==> config.mk <==
export PLATFORM = sky130hd
export DESIGN_NAME = tfrc_framer_ctrl
export DESIGN_NICKNAME = d
export VERILOG_FILES = /design/src/rtl/tfrc_framer_ctrl.v
export VERILOG_INCLUDE_DIRS = /design/src /design/src/pkg
export SDC_FILE = /design/constraint.sdc
export NUM_CORES = 1
export LEC_CHECK = 0
export BUFFER_PORTS_ARGS = -buffer_cell sky130_fd_sc_hd__clkbuf_2
export CAP_MARGIN = 15
export CELL_PAD_IN_SITES_DETAIL_PLACEMENT = 1
export CELL_PAD_IN_SITES_GLOBAL_PLACEMENT = 1
export CORE_UTILIZATION = 30
export DETAILED_ROUTE_END_ITERATION = 7
export GPL_TIMING_DRIVEN = 0
export PLACE_DENSITY = 0.69
export SYNTH_ARGS = -nofsm -noshare
export SYNTH_HDL_FRONTEND = slang
export SYNTH_SLANG_ARGS = --single-unit
==> constraint.sdc <==
create_clock -name clock -period 1.9 [get_ports clock]
set_input_delay 0.095 -clock clock [delete_from_list [all_inputs] [get_ports clock]]
set_output_delay 0.095 -clock clock [all_outputs]
set_load 0.05 [all_outputs]
==> src/pkg/tfrc_regs.vh <==
// Register offsets, field positions, reset values and timing counts of the framer control block.
`ifndef TFRC_REGS_VH
`define TFRC_REGS_VH
`define TFRC_ADDR_TCR     8'h35
`define TFRC_ADDR_RCR     8'h2C
`define TFRC_ADDR_TTR0    8'h39
`define TFRC_ADDR_TTR1    8'h3A
`define TFRC_ADDR_TTR2    8'h3B
`define TFRC_ADDR_TRANSMIT_DATA_LINK_REGISTER    8'h3C
`define TFRC_ADDR_STAT    8'h3D
`define TFRC_ADDR_CCR     8'h37
`define TFRC_RST_CTRL     8'h00
`define TFRC_RST_TTR      24'h000000
`define TFRC_B_FALLBACK   7
`define TFRC_B_FPT        6
`define TFRC_B_CPT        5
`define TFRC_B_ROBBED_BIT_SIGNALING_ENABLE       4
`define TFRC_B_GB7        3
`define TFRC_B_LINK       2
`define TFRC_B_BLUE       1
`define TFRC_B_YEL        0
`define TFRC_B_RCS        7
`define TFRC_B_RZB        6
`define TFRC_B_RECEIVE_SYNC_DOUBLE_WIDE       5
`define TFRC_B_RSM        4
`define TFRC_B_RECEIVE_SYNC_DIRECTION       3
`define TFRC_B_RD4Y       2
`define TFRC_B_FS_ERROR_REPORT_ENABLE       1
`define TFRC_B_MOS        0
`define TFRC_B_TD4Y       1
`define TFRC_B_RESE       2
`define TFRC_IDLE_CODE    8'h7F
`define TFRC_CLK_LOSS_CYC 8'h10
`define TFRC_BITS_FRAME   8'hC1
`endif

==> src/rtl/tfrc_framer_ctrl.v <==
// Control-bit datapath of a T1 framer: register port, transmit formatter, receive options.
//
// Contract
// - Receive code: 7F idle or milliwatt.
// - Receive zero byte interchange decode enable.
// - Double-wide receive sync in signaling frames.
// - Receive sync marks frame or multiframe.
// - Receive sync pin output or input.
// - Receive yellow form: bit2 zeros or S12.
// - Path counter includes Fs errors when set.
// - Counter counts F errors or OOS multiframes.
// - Fall back to receive clock on loss.
// - Framing bits internal or from serial input.
// - CRC6 bits internal or from serial input.
// - Robbed-bit signaling insertion, per-channel block.
// - Bit 7 stuffing global or per channel.
// - Link bits from register or pin.
// - Blue alarm sends unframed all ones.
// - Yellow alarm transmit enable.
// - D4 yellow form per transmit select bit.
`timescale 1ns/10ps
`include "tfrc_regs.vh"

module tfrc_framer_ctrl (
  input  wire        clock,
  input  wire        reset,
  input  wire [7:0]  reg_addr,
  input  wire [7:0]  reg_wdata,
  input  wire        reg_write,
  input  wire        reg_read,
  output reg  [7:0]  reg_rdata_ff,
  input  wire        transmit_clock_input,
  input  wire        recv_clock_input,
  input  wire        transmit_serial_input,
  input  wire        transmit_link_pin,
  input  wire        tx_sig_bit,
  input  wire        tx_esf_mode,
  input  wire        rx_valid,
  output reg         rx_ready_ff,
  input  wire [7:0]  rx_byte,
  input  wire        rx_code_sub,
  input  wire        rx_frame_start,
  input  wire        rx_mf_start,
  input  wire        rx_sig_frame,
  input  wire        rx_fbit_err,
  input  wire        rx_fs_err,
  input  wire        rx_oos_mf,
  input  wire        receive_sync_pin_in,
  output reg         receive_sync_pin_out_ff,
  output reg         receive_sync_pin_oe_ff,
  output reg         out_valid_ff,
  input  wire        out_ready,
  output reg  [7:0]  out_byte_ff,
  output reg         line_out_positive_ff,
  output reg         line_out_negative_ff,
  output reg         tx_clock_sel_ff,
  output reg         zbtsi_decode_en_ff,
  output reg         rx_yellow_form_ff,
  output reg  [15:0] pcv_count_ff,
  output reg  [15:0] mos_count_ff
);

  // ******************************************************************
  // Registers
  // ******************************************************************
  reg [7:0]  tcr_ff;
  reg [7:0]  rcr_ff;
  reg [7:0]  ccr_ff;
  reg [23:0] ttr_ff;
  reg [7:0]  transmit_data_link_register_ff;
  reg [2:0]  tsync_ff;
  reg [2:0]  receive_sync_pin_ff;
  reg [2:0]  transmit_clock_input_ff;
  reg [7:0]  loss_cnt_ff;
  reg [7:0]  bit_cnt_ff;
  reg [4:0]  chan_ff;
  reg [2:0]  mw_idx_ff;
  reg        sync_ext_ff;
  reg        tx_bit_ff;
  reg        fbit_ff;
  reg        receive_sync_pin_in_ff;

  reg  [7:0] nxt_rdata;
  reg        nxt_fbit;
  reg        nxt_tx_bit;
  wire       transmit_clock_input_edge;
  wire       line_edge;
  wire       in_fbit;
  wire [7:0] slot_index;

  // One byte of the eight-byte milliwatt sequence, chosen by its position.
  function [7:0] milliwatt;
    input [2:0] idx;
    begin
      case (idx)
        3'h0: milliwatt = 8'h1E;
        3'h1: milliwatt = 8'h0B;
        3'h2: milliwatt = 8'h0B;
        3'h3: milliwatt = 8'h1E;
        3'h4: milliwatt = 8'h9E;
        3'h5: milliwatt = 8'h8B;
        3'h6: milliwatt = 8'h8B;
        default: milliwatt = 8'h9E;
      endcase
    end
  endfunction

  // Address match, shared by the write decode.
  function hit;
    input [7:0] a;
    input [7:0] b;
    begin
      hit = (a == b);
    end
  endfunction

  // Event counter step; both error counters share it.
  function [15:0] count_up;
    input [15:0] value;
    input        event_seen;
    begin
      count_up = event_seen ? value + 16'h0001 : value;
    end
  endfunction

  // Read mux; unmapped offsets read as zero.
  always @* begin
    case (reg_addr)
      `TFRC_ADDR_TCR:  nxt_rdata = tcr_ff;
      `TFRC_ADDR_RCR:  nxt_rdata = rcr_ff;
      `TFRC_ADDR_CCR:  nxt_rdata = ccr_ff;
      `TFRC_ADDR_TTR0: nxt_rdata = ttr_ff[7:0];
      `TFRC_ADDR_TTR1: nxt_rdata = ttr_ff[15:8];
      `TFRC_ADDR_TTR2: nxt_rdata = ttr_ff[23:16];
      `TFRC_ADDR_TRANSMIT_DATA_LINK_REGISTER: nxt_rdata = transmit_data_link_register_ff;
      `TFRC_ADDR_STAT: nxt_rdata = {6'h00, tx_clock_sel_ff, receive_sync_pin_in_ff};
      default:         nxt_rdata = 8'h00;
    endcase
  end

  // Control registers reset to zero; the transparency bits are one per channel.
  always @(posedge clock) begin
    if (reset) begin
      tcr_ff       <= `TFRC_RST_CTRL;
      rcr_ff       <= `TFRC_RST_CTRL;
      ccr_ff       <= `TFRC_RST_CTRL;
      ttr_ff       <= `TFRC_RST_TTR;
      transmit_data_link_register_ff      <= `TFRC_RST_CTRL;
      reg_rdata_ff <= 8'h00;
    end else begin
      // Read data stand for the one cycle after the strobe and are zero otherwise.
      reg_rdata_ff <= reg_read ? nxt_rdata : 8'h00;
      if (reg_write) begin
        if (hit(reg_addr, `TFRC_ADDR_TCR))  tcr_ff  <= reg_wdata;
        if (hit(reg_addr, `TFRC_ADDR_RCR))  rcr_ff  <= reg_wdata;
        if (hit(reg_addr, `TFRC_ADDR_CCR))  ccr_ff  <= reg_wdata;
        if (hit(reg_addr, `TFRC_ADDR_TTR0)) ttr_ff[7:0]   <= reg_wdata;
        if (hit(reg_addr, `TFRC_ADDR_TTR1)) ttr_ff[15:8]  <= reg_wdata;
        if (hit(reg_addr, `TFRC_ADDR_TTR2)) ttr_ff[23:16] <= reg_wdata;
        if (hit(reg_addr, `TFRC_ADDR_TRANSMIT_DATA_LINK_REGISTER)) transmit_data_link_register_ff <= reg_wdata;
      end
    end
  end

  // ******************************************************************
  // Pin synchronisers and clock loss detection
  // ******************************************************************
  // Pins pass three flip-flops; a level counts once the last two agree.
  assign transmit_clock_input_edge = transmit_clock_input_ff[2] != transmit_clock_input_ff[1];

  always @(posedge clock) begin
    if (reset) begin
      transmit_clock_input_ff         <= 3'h0;
      tsync_ff        <= 3'h0;
      receive_sync_pin_ff        <= 3'h0;
      loss_cnt_ff     <= 8'h00;
      tx_clock_sel_ff <= 1'b0;
      receive_sync_pin_in_ff     <= 1'b0;
    end else begin
      transmit_clock_input_ff  <= {transmit_clock_input_ff[1:0], transmit_clock_input};
      tsync_ff <= {tsync_ff[1:0], recv_clock_input};
      receive_sync_pin_ff <= {receive_sync_pin_ff[1:0], receive_sync_pin_in};
      if (receive_sync_pin_ff[2] == receive_sync_pin_ff[1])
        receive_sync_pin_in_ff <= receive_sync_pin_ff[2];
      // A line clock that holds still for the loss count hands the formatter over.
      if (transmit_clock_input_edge)
        loss_cnt_ff <= 8'h00;
      else if (loss_cnt_ff != `TFRC_CLK_LOSS_CYC)
        loss_cnt_ff <= loss_cnt_ff + 8'h01;
      // The formatter returns to the transmit clock as soon as it toggles again.
      tx_clock_sel_ff <= tcr_ff[`TFRC_B_FALLBACK] &&
                         (loss_cnt_ff == `TFRC_CLK_LOSS_CYC) && !transmit_clock_input_edge;
    end
  end

  // ******************************************************************
  // Transmit formatter
  // ******************************************************************
  // The bit counter follows the transmit line clock, or the recovered receive
  // clock while the fallback has taken over; counting both at once would run
  // the frame too fast whenever the two clocks drift apart.
  assign line_edge  = tx_clock_sel_ff ? (tsync_ff[2] != tsync_ff[1]) : transmit_clock_input_edge;
  assign in_fbit    = (bit_cnt_ff == 8'h00);
  assign slot_index = bit_cnt_ff - 8'h01;

  // Bit source priority: F-bit slot, signaling, yellow, bit 7 stuffing, payload.
  always @* begin
    nxt_fbit   = fbit_ff;
    nxt_tx_bit = transmit_serial_input;
    if (in_fbit) begin
      if (tx_esf_mode)
        nxt_fbit = tcr_ff[`TFRC_B_LINK] ? transmit_link_pin : transmit_data_link_register_ff[0];
      else
        nxt_fbit = 1'b0;
      if (tcr_ff[`TFRC_B_FPT] || tcr_ff[`TFRC_B_CPT])
        nxt_tx_bit = transmit_serial_input;
      else
        nxt_tx_bit = fbit_ff;
    end else if (tcr_ff[`TFRC_B_ROBBED_BIT_SIGNALING_ENABLE] && !ttr_ff[chan_ff] && bit_cnt_ff[2:0] == 3'h0) begin
      nxt_tx_bit = tx_sig_bit;
    end else if (tcr_ff[`TFRC_B_YEL] && !tx_esf_mode &&
                 !ccr_ff[`TFRC_B_TD4Y] && bit_cnt_ff[2:0] == 3'h2) begin
      // The frame 12 S-bit form is set by the F-bit generator outside this block.
      nxt_tx_bit = 1'b0;
    end else if (bit_cnt_ff[2:0] == 3'h7 &&
                 (tcr_ff[`TFRC_B_GB7] || ttr_ff[chan_ff])) begin
      nxt_tx_bit = 1'b1;
    end
  end

  always @(posedge clock) begin
    if (reset) begin
      bit_cnt_ff           <= 8'h00;
      chan_ff              <= 5'h00;
      tx_bit_ff            <= 1'b0;
      fbit_ff              <= 1'b0;
      line_out_positive_ff <= 1'b0;
      line_out_negative_ff <= 1'b0;
    end else begin
      if (line_edge) begin
        if (bit_cnt_ff == `TFRC_BITS_FRAME - 8'h01)
          bit_cnt_ff <= 8'h00;
        else
          bit_cnt_ff <= bit_cnt_ff + 8'h01;
        chan_ff <= in_fbit ? 5'h00 : slot_index[7:3];
      end
      fbit_ff   <= nxt_fbit;
      tx_bit_ff <= nxt_tx_bit;
      // Blue alarm overrides framing and payload alike, so no F-bit survives.
      if (tcr_ff[`TFRC_B_BLUE]) begin
        line_out_positive_ff <= 1'b1;
        line_out_negative_ff <= 1'b1;
      end else begin
        line_out_positive_ff <= tx_bit_ff;
        line_out_negative_ff <= 1'b0;
      end
    end
  end

  // ******************************************************************
  // Receive side: two-entry buffer, code substitution, sync pin, counters
  // ******************************************************************
  // Two-entry buffer: buf0_ff holds the head word, buf1_ff the word behind it.
  reg [7:0] buf0_ff;
  reg [7:0] buf1_ff;
  reg [1:0] cnt_ff;
  reg        nxt_rx_ready;
  reg        nxt_out_valid;
  reg  [7:0] nxt_out_byte;
  wire      push;
  wire      pop;
  wire [7:0] sub_byte;

  assign sub_byte = !rx_code_sub ? rx_byte :
                    rcr_ff[`TFRC_B_RCS] ? milliwatt(mw_idx_ff) : `TFRC_IDLE_CODE;
  assign push = rx_valid && rx_ready_ff;
  assign pop  = out_valid_ff && out_ready;

  // Output stage by fill level: empty passes the new word straight through,
  // one word held refuses only a push without a pop, two held refuse until a pop.
  always @* begin
    nxt_rx_ready  = 1'b1;
    nxt_out_valid = 1'b0;
    nxt_out_byte  = buf0_ff;
    case (cnt_ff)
      2'h0: begin
        nxt_out_valid = push;
        nxt_out_byte  = push ? sub_byte : buf0_ff;
      end
      2'h1: begin
        nxt_rx_ready  = !(push && !pop);
        nxt_out_valid = !pop || push;
        nxt_out_byte  = (pop && push) ? sub_byte : buf0_ff;
      end
      default: begin
        nxt_rx_ready  = pop;
        nxt_out_valid = 1'b1;
        nxt_out_byte  = pop ? buf1_ff : buf0_ff;
      end
    endcase
  end

  always @(posedge clock) begin
    if (reset) begin
      buf0_ff      <= 8'h00;
      buf1_ff      <= 8'h00;
      cnt_ff       <= 2'h0;
      out_valid_ff <= 1'b0;
      out_byte_ff  <= 8'h00;
      rx_ready_ff  <= 1'b0;
      mw_idx_ff    <= 3'h0;
    end else begin
      // The sequence index moves only while the sequence is sent, so it starts at byte one.
      if (push && rx_code_sub && rcr_ff[`TFRC_B_RCS])
        mw_idx_ff <= mw_idx_ff + 3'h1;
      case ({push, pop})
        2'b10: begin
          if (cnt_ff == 2'h0) buf0_ff <= sub_byte;
          else buf1_ff <= sub_byte;
          cnt_ff <= cnt_ff + 2'h1;
        end
        2'b01: begin
          buf0_ff <= buf1_ff;
          cnt_ff  <= cnt_ff - 2'h1;
        end
        2'b11: begin
          // One word held: the pushed word replaces the departing head.
          if (cnt_ff == 2'h1) buf0_ff <= sub_byte;
          else begin
            buf0_ff <= buf1_ff;
            buf1_ff <= sub_byte;
          end
        end
        default: cnt_ff <= cnt_ff;
      endcase
      rx_ready_ff  <= nxt_rx_ready;
      out_valid_ff <= nxt_out_valid;
      out_byte_ff  <= nxt_out_byte;
    end
  end

  always @(posedge clock) begin
    if (reset) begin
      sync_ext_ff             <= 1'b0;
      receive_sync_pin_out_ff <= 1'b0;
      receive_sync_pin_oe_ff  <= 1'b0;
      zbtsi_decode_en_ff      <= 1'b0;
      rx_yellow_form_ff       <= 1'b0;
      pcv_count_ff            <= 16'h0000;
      mos_count_ff            <= 16'h0000;
    end else begin
      // Option bits are registered so that every output comes from a flip-flop.
      zbtsi_decode_en_ff <= rcr_ff[`TFRC_B_RZB];
      rx_yellow_form_ff  <= rcr_ff[`TFRC_B_RD4Y];
      // Input mode needs the receive elastic store; otherwise the pin stays driven.
      receive_sync_pin_oe_ff <= !(rcr_ff[`TFRC_B_RECEIVE_SYNC_DIRECTION] && ccr_ff[`TFRC_B_RESE]);
      // The double-wide stretch adds one cycle after a signaling-frame mark.
      sync_ext_ff <= rcr_ff[`TFRC_B_RECEIVE_SYNC_DOUBLE_WIDE] && !rcr_ff[`TFRC_B_RSM] &&
                     rx_frame_start && rx_sig_frame;
      receive_sync_pin_out_ff <= (rcr_ff[`TFRC_B_RSM] ? rx_mf_start : rx_frame_start) ||
                                 sync_ext_ff;
      // Fs errors reach the path counter only while reporting them is enabled.
      pcv_count_ff <= count_up(pcv_count_ff,
                               rx_fbit_err || (rx_fs_err && rcr_ff[`TFRC_B_FS_ERROR_REPORT_ENABLE]));
      mos_count_ff <= count_up(mos_count_ff,
                               rcr_ff[`TFRC_B_MOS] ? rx_oos_mf : rx_fbit_err);
    end
  end

endmodule // tfrc_framer_ctrl

=== Yosys cells after proc, flatten, opt, wreduce, memory -nomap -nowiden ===
Cells that the tools add are included.
Widths: inputs -> output; s select.

* Word-level logic and storage cells: 158
* Input bits: 44
* Register bits after elaboration: 168
* Output and inout bits: 57

* Order comparisons: 1
* Reduce and logical (&&, ||, !) cells: 53
* Equal/unequal tests: 28
* Multiplexer cells: 33
* $add $sub $neg: 8
* Bitwise operators: 1

{| class="wikitable"
|+ Operators with widths
! cell !! count
|-
| $mux 8 || 10
|-
| $eq 8x6->1 const B || 8
|-
| $pmux 8 s8 || 1
|-
| $pmux 8 s3 || 2
|-
| $add 16x1->16 const B || 2
|-
| $pmux 8 s2 || 2
|-
| $logic_and 1x1->1 || 19
|-
| $add 8x1->8 const B || 2
|-
| $reduce_and 2->1 || 8
|-
| $mux 1 || 13
|-
| $reduce_or 2->1 || 5
|-
| $eq 3x2->1 const B || 3
|-
| $eq 3x3->1 const B || 3
|-
| $eq 8x5->1 const B || 1
|-
| $eq 8x8->1 const B || 1
|-
| $logic_not 1->1 || 8
|-
| $logic_not 8->1 || 1
|-
| $ne 8x5->1 const B || 1
|-
| $sub 8x1->8 const B || 1
|-
| $logic_not 3->1 || 2
|-
| $lt 5x6->1 const B || 1
|-
| $ne 2x2->1 const B || 3
|-
| $bmux 1 s5 || 1
|-
| $logic_or 1x1->1 || 5
|-
| other kinds (16) || 21
|}

=== Logic depth before layout (Yosys ltp) ===
* Depth after elaboration: 8
* Mapped depth: 8
* Mapped depth without buffers: 8

=== Worst setup path before layout ===
OpenSTA, ideal clock, no wires.

* Kind: register -> register
* Start point: register out_valid_ff
* End point: register buf0_ff[5]
* Stages on the path, launching flop included: 7
* Setup slack: -0.177 ns
* Library setup time: 0.086 ns
* Arrival time: 1.991 ns
* Period minus slack after synthesis: 2.077 ns
* Path buffers: 1
* Data required time: 1.814 ns
* Cells stage by stage: dfxtp_1 > nand2_1 > ha_1 > a21oi_1 > clkbuf_1 > nor2_1 > a211oi_1

* Cells in the longest elaborated chain, start to end: 4
* Elaborated cells on any way between the ends: 8
* Classes of those cells: eq/ne (4); mux (1); reduce/logical (3)

{| class="wikitable"
|+ Ends and longest elaborated chain
! what !! RTL line !! RTL
|-
| start: declaration || tfrc_framer_ctrl.v:51 || <nowiki>output reg out_valid_ff,</nowiki>
|-
| start signal: assignment || tfrc_framer_ctrl.v:337 || <nowiki>out_valid_ff <= nxt_out_valid;</nowiki>
|-
| $logic_and 1x1->1 (*) || tfrc_framer_ctrl.v:277 || <nowiki>assign pop = out_valid_ff && out_ready;</nowiki>
|-
| $eq 2x2->1 or $eq 2x1->1 (tied branches) || tfrc_framer_ctrl.v:316 || <nowiki>case ({push, pop})</nowiki>
|-
| $ne 2x2->1 (no source line) or $reduce_bool 3->1 (tied branches) || -- ||
|-
| $reduce_and 2->1 (no source line) || -- ||
|-
| end signal: assignment || tfrc_framer_ctrl.v:318 || <nowiki>if (cnt_ff == 2'h0) buf0_ff <= sub_byte;</nowiki>
|-
| end signal: assignment || tfrc_framer_ctrl.v:323 || <nowiki>buf0_ff <= buf1_ff;</nowiki>
|-
| end signal: assignment || tfrc_framer_ctrl.v:328 || <nowiki>if (cnt_ff == 2'h1) buf0_ff <= sub_byte;</nowiki>
|-
| end: declaration || tfrc_framer_ctrl.v:264 || <nowiki>reg [7:0] buf0_ff;</nowiki>
|}

Every way passes the cells marked *; elsewhere a longest branch is shown, timed or not.
A chain may end at the register's enable or synchronous reset.

=== Final worst setup path ===
* Start point: register mw_idx_ff[0]
* End point: register buf0_ff[7]

* Cells in the longest elaborated chain, start to end: 7
* Elaborated cells on any way between the ends: 15
* Classes of those cells: eq/ne (5); mux (6); reduce/logical (4)

{| class="wikitable"
|+ Ends and longest elaborated chain
! what !! RTL line !! RTL
|-
| start: declaration || tfrc_framer_ctrl.v:77 || <nowiki>reg [2:0] mw_idx_ff;</nowiki>
|-
| start signal: assignment || tfrc_framer_ctrl.v:315 || <nowiki>mw_idx_ff <= mw_idx_ff + 3'h1;</nowiki>
|-
| $eq 3x3->1 (tied with other cells) || tfrc_framer_ctrl.v:95 || <nowiki>case (idx)</nowiki>
|-
| $reduce_or 2->1 (no source line) || -- ||
|-
| $pmux 8 s3 (*) || tfrc_framer_ctrl.v:95 ||
|-
| $mux 8 (no source line) (*) (2 in a row) || -- ||
|-
| $mux 8, on equally long branches || tfrc_framer_ctrl.v:328, tfrc_framer_ctrl.v:318 ||
|-
| $pmux 8 s3 (*) || tfrc_framer_ctrl.v:316 ||
|-
| end signal: assignment || tfrc_framer_ctrl.v:318 ||
|-
| end signal: assignment || tfrc_framer_ctrl.v:328 ||
|-
| end signal: assignment || tfrc_framer_ctrl.v:330 || <nowiki>buf0_ff <= buf1_ff;</nowiki>
|}

Every way passes the cells marked *; elsewhere a longest branch is shown, timed or not. The select of a mux whose other input is x is not followed.

==> impl_metrics.toml <==
[sta]
setup_viol = 0
rsz0062_at_grt = "false"
hold_ws_ps = 38.0
period_share_pct = 93.8
maxSlewViolCount = 0
fmax_mhz = 561
post-route-min-period_ps = 1780
tightestPinTransition_ps = 887
worst_clock_skew_ps = 9.22
finalHoldViolations = 0
relSlewSlack_pct = 40.8
final.setup.tns_ps = 0

[worst_setup_path]
critPathRequiredTime_ps = 2240
crit_fanout = 4
arrival_ps = 2120
crit_slowest_cell = "o41a_1"
critPathLaunchType = "flip-flop"
criticalPathCategory = "reg -> reg"
reg2regPathDepth = 6
r2r_end = "buf0_ff[7]"
r2r_slack_ps = 120
path_cells = "ha_1 -> ha_2 -> o41a_1 -> o22ai_2 -> a22oi_2 -> a211oi_1"
cpPeakStageDelay_ps = 420
worst_setup_path_end_kind = "flip-flop"
startpoint = "mw_idx_ff[0]"
reg2reg_from = "mw_idx_ff[0]"

[detailed_routing]
routed_wl_mm = 22.9
drc = 0
drtAntennaViolNets = 0
num_vias = 6633
dr.pass1.iters = 7
routedWlPerCell_um = 17.5
first_iter_violations = 491
viasPerCell = 5.07

[yosys]
synth_area_um2 = 7520
synth-main-ff-cell = "dfxtp_1"
ys_seq_elements = 168
syn_inst = 840
synthDistinctLibCells = 52
yosysWarnings = 0
syn_nets = 904
postSynth.asyncResetShare_pct = 0
synth_edf_count = 0
ys_seq_area_share_pct = 44.7
syn_avg_cell_area_um2 = 8.95

[floorplan]
io_pins = 101
die_h_um = 160
die_area_um2 = 25700
die_w_um = 160
core_um2 = 24500
row_count = 57
start_util_pct = 30.7

[worst_hold_path]
hold_path_depth = 4
holdPathEnd = "receive_sync_pin_out_ff"
hp-class = "in -> reg"
hp-start = "rx_frame_start"

[clock_tree]
cts_buffer_depth = 2
clk_pin_slew_ps = 70
htree_levels = 4
numCtsBuffers = 17
insertion_delay_ps = 430
cts-root-buf = "clkbuf_16"
tritoncts = "done"
cts_sinks = 168

[global_routing]
gr-total-overflow = 0
antenna_found_initial = 0
grt_start_max_net_pins = 17
grt_pass1_wl_mm = 36.5
grt_usage_pct = 18.2
grt_pass1_vias = 6664

[layout]
largest_register = "ttr_ff"
largest_reg_flops = 24
reg.largest.list = "ttr_ff x24, mos_count_ff x16, pcv_count_ff x16"
fin_util_pct = 38.0
syn_to_final_growth_pct = 23.7
final_cells = 1307
fin_nets = 1035
n_antenna_cell = 0
layout-drive-gt1-share_pct = 21.2

[pwr]
switching_power_mw = 2.67
seqPwrFrac_pct = 42.7
irDropWorstVdd_mv = 0.570
p_comb_share_pct = 18.8
pwr-share-clk_pct = 38.4
p_int_mw = 6.35
power_leakage_nw = 3.60
switching_share_pct = 29.6
powerDensity_nw_per_um2 = 970

[placed_design]
io_buffer_count = 100
dp_hpwl_mm = 16.6
placed_cells_incl_taps = 1264
place_congestion = 0.848

[status]
status = "finished, final reports clean"

[job]
drv_cap = 0
critical path: cells and delay by family, from the launching register on:
family	cells	cell delay [ps]
AOI/OAI and AO/OA	4	950
adders and majority gates	2	410
DFF	1	340
metal layers:
metal	GRT usage (%)	wire length, um
met5	0	0
met4	6.54	403
met2	30.2	11000
met1	23.9	10400
met3	3.07	1040
power by group through the flow:
| stage | registers [mW] | logic, mW | clock network [mW] |
|---|---|---|---|
| floorplan | 4.17 | 0.789 | 0 |
| global placement | 3.91 | 1.44 | 0 |
| detailed placement | 3.92 | 1.46 | 0 |
| CTS | 3.85 | 1.51 | 3.54 |
| global route | 3.88 | 1.83 | 3.72 |
| finish | 3.86 | 1.70 | 3.47 |
layout by cell type, fill, tap and decap left out, types with 5 or more instances in the layout:
master,synthesis,final
a222oi_1,13,13
dlygate4sd3_1,0,8
nor2b_1,20,19
a21oi_1,66,64
o21ai_0,15,15
nand2_1,70,65
nor2_1,134,134
mux2i_1,42,42
nor3_2,5,6
nand4_1,8,8
inv_1,26,26
xnor2_1,24,24
nand2b_1,5,5
nand3_1,36,36
xor2_1,19,19
dfxtp_1,168,162
nor3_1,9,8
clkbuf_16,0,17
buf_2,10,9
mux2_2,15,15
clkbuf_1,21,20
a211oi_1,11,11
dfxtp_2,0,6
clkbuf_2,0,100
a22oi_1,24,22
and3_1,10,10
and4_1,5,5
or3_1,9,9
buf_4,0,5
mux4_2,5,5
ha_1,20,16
stage by stage:
step | worst slack (ps) | power, mW | instance area (um2)
2_1_floorplan | 20.3 | 4.96 | 7520
3_3_place_gp | -354 | 5.36 | 8430
3_5_place_dp | -351 | 5.39 | 8430
4_1_cts | -44.7 | 8.89 | 9110
5_1_grt | 6.79 | 9.42 | 9300
6_report | 118 | 9.02 | 9300
synthesized netlist by cell type, types with 10 or more instances:
cell type | number | area, um2
nand3_1 | 36 | 180
nor2b_1 | 20 | 125
xor2_1 | 19 | 166
mux2_2 | 15 | 169
nor2_1 | 134 | 503
ha_1 | 20 | 250
clkbuf_1 | 21 | 78.8
a22oi_1 | 24 | 180
buf_2 | 10 | 50.1
a21oi_1 | 66 | 330
o21ai_0 | 15 | 75.1
nand2_1 | 70 | 263
and3_1 | 10 | 62.6
xnor2_1 | 24 | 210
dfxtp_1 | 168 | 3360
mux2i_1 | 42 | 420
a222oi_1 | 13 | 130
a211oi_1 | 11 | 82.6
inv_1 | 26 | 97.6
what timing repair did:
action | 4_1_cts | 5_1_grt
pin swaps | 1 | 5
setup endpoints to repair | 19 | 26
setup buffers | 0 | 6
resized for setup | 8 | 26
endpoints found under the hold margin | 7 | 0
hold buffers | 8 | 0
cells by family (layout without fill, tap and decap cells):
logic type / Yosys count / count (layout) / share of synthesized area, %
AO/OA/AOI/OAI: 151 / 151 / 13.0
adder cells (fa/ha/maj): 20 / 20 / 3.33
AND/OR/NAND/NOR: 332 / 332 / 21.0
flip-flops: 168 / 168 / 44.7
multiplexers: 62 / 62 / 9.34
XOR/XNOR: 43 / 43 / 5.01
buffers and inverters: 64 / 207 / 3.66
worst max path at each step:
stage | to | slack [ps] | depth (start not counted)
detailed placement | buf0_ff[6] | -350 | 7
global placement | buf0_ff[6] | -350 | 7
CTS | buf1_ff[4] | -40 | 7
global route | buf0_ff[2] | 7 | 8
finish | buf0_ff[7] | 120 | 6
floorplan | buf0_ff[5] | 20 | 6
cell type report:
| type | count | area [um2] |
|---|---|---|
| Clock buffer | 21 | 460 |
| Clock inverter | 10 | 121 |
| Tap cell | 324 | 405 |
| Sequential cell | 168 | 3370 |
| Timing Repair Buffer | 114 | 651 |
| Multi-Input combinational cell | 608 | 4020 |
| Fill cell | 2865 | 15200 |
| Buffer | 36 | 176 |
| Inverter | 26 | 97.6 |
Power figures use the tool's default switching activity.
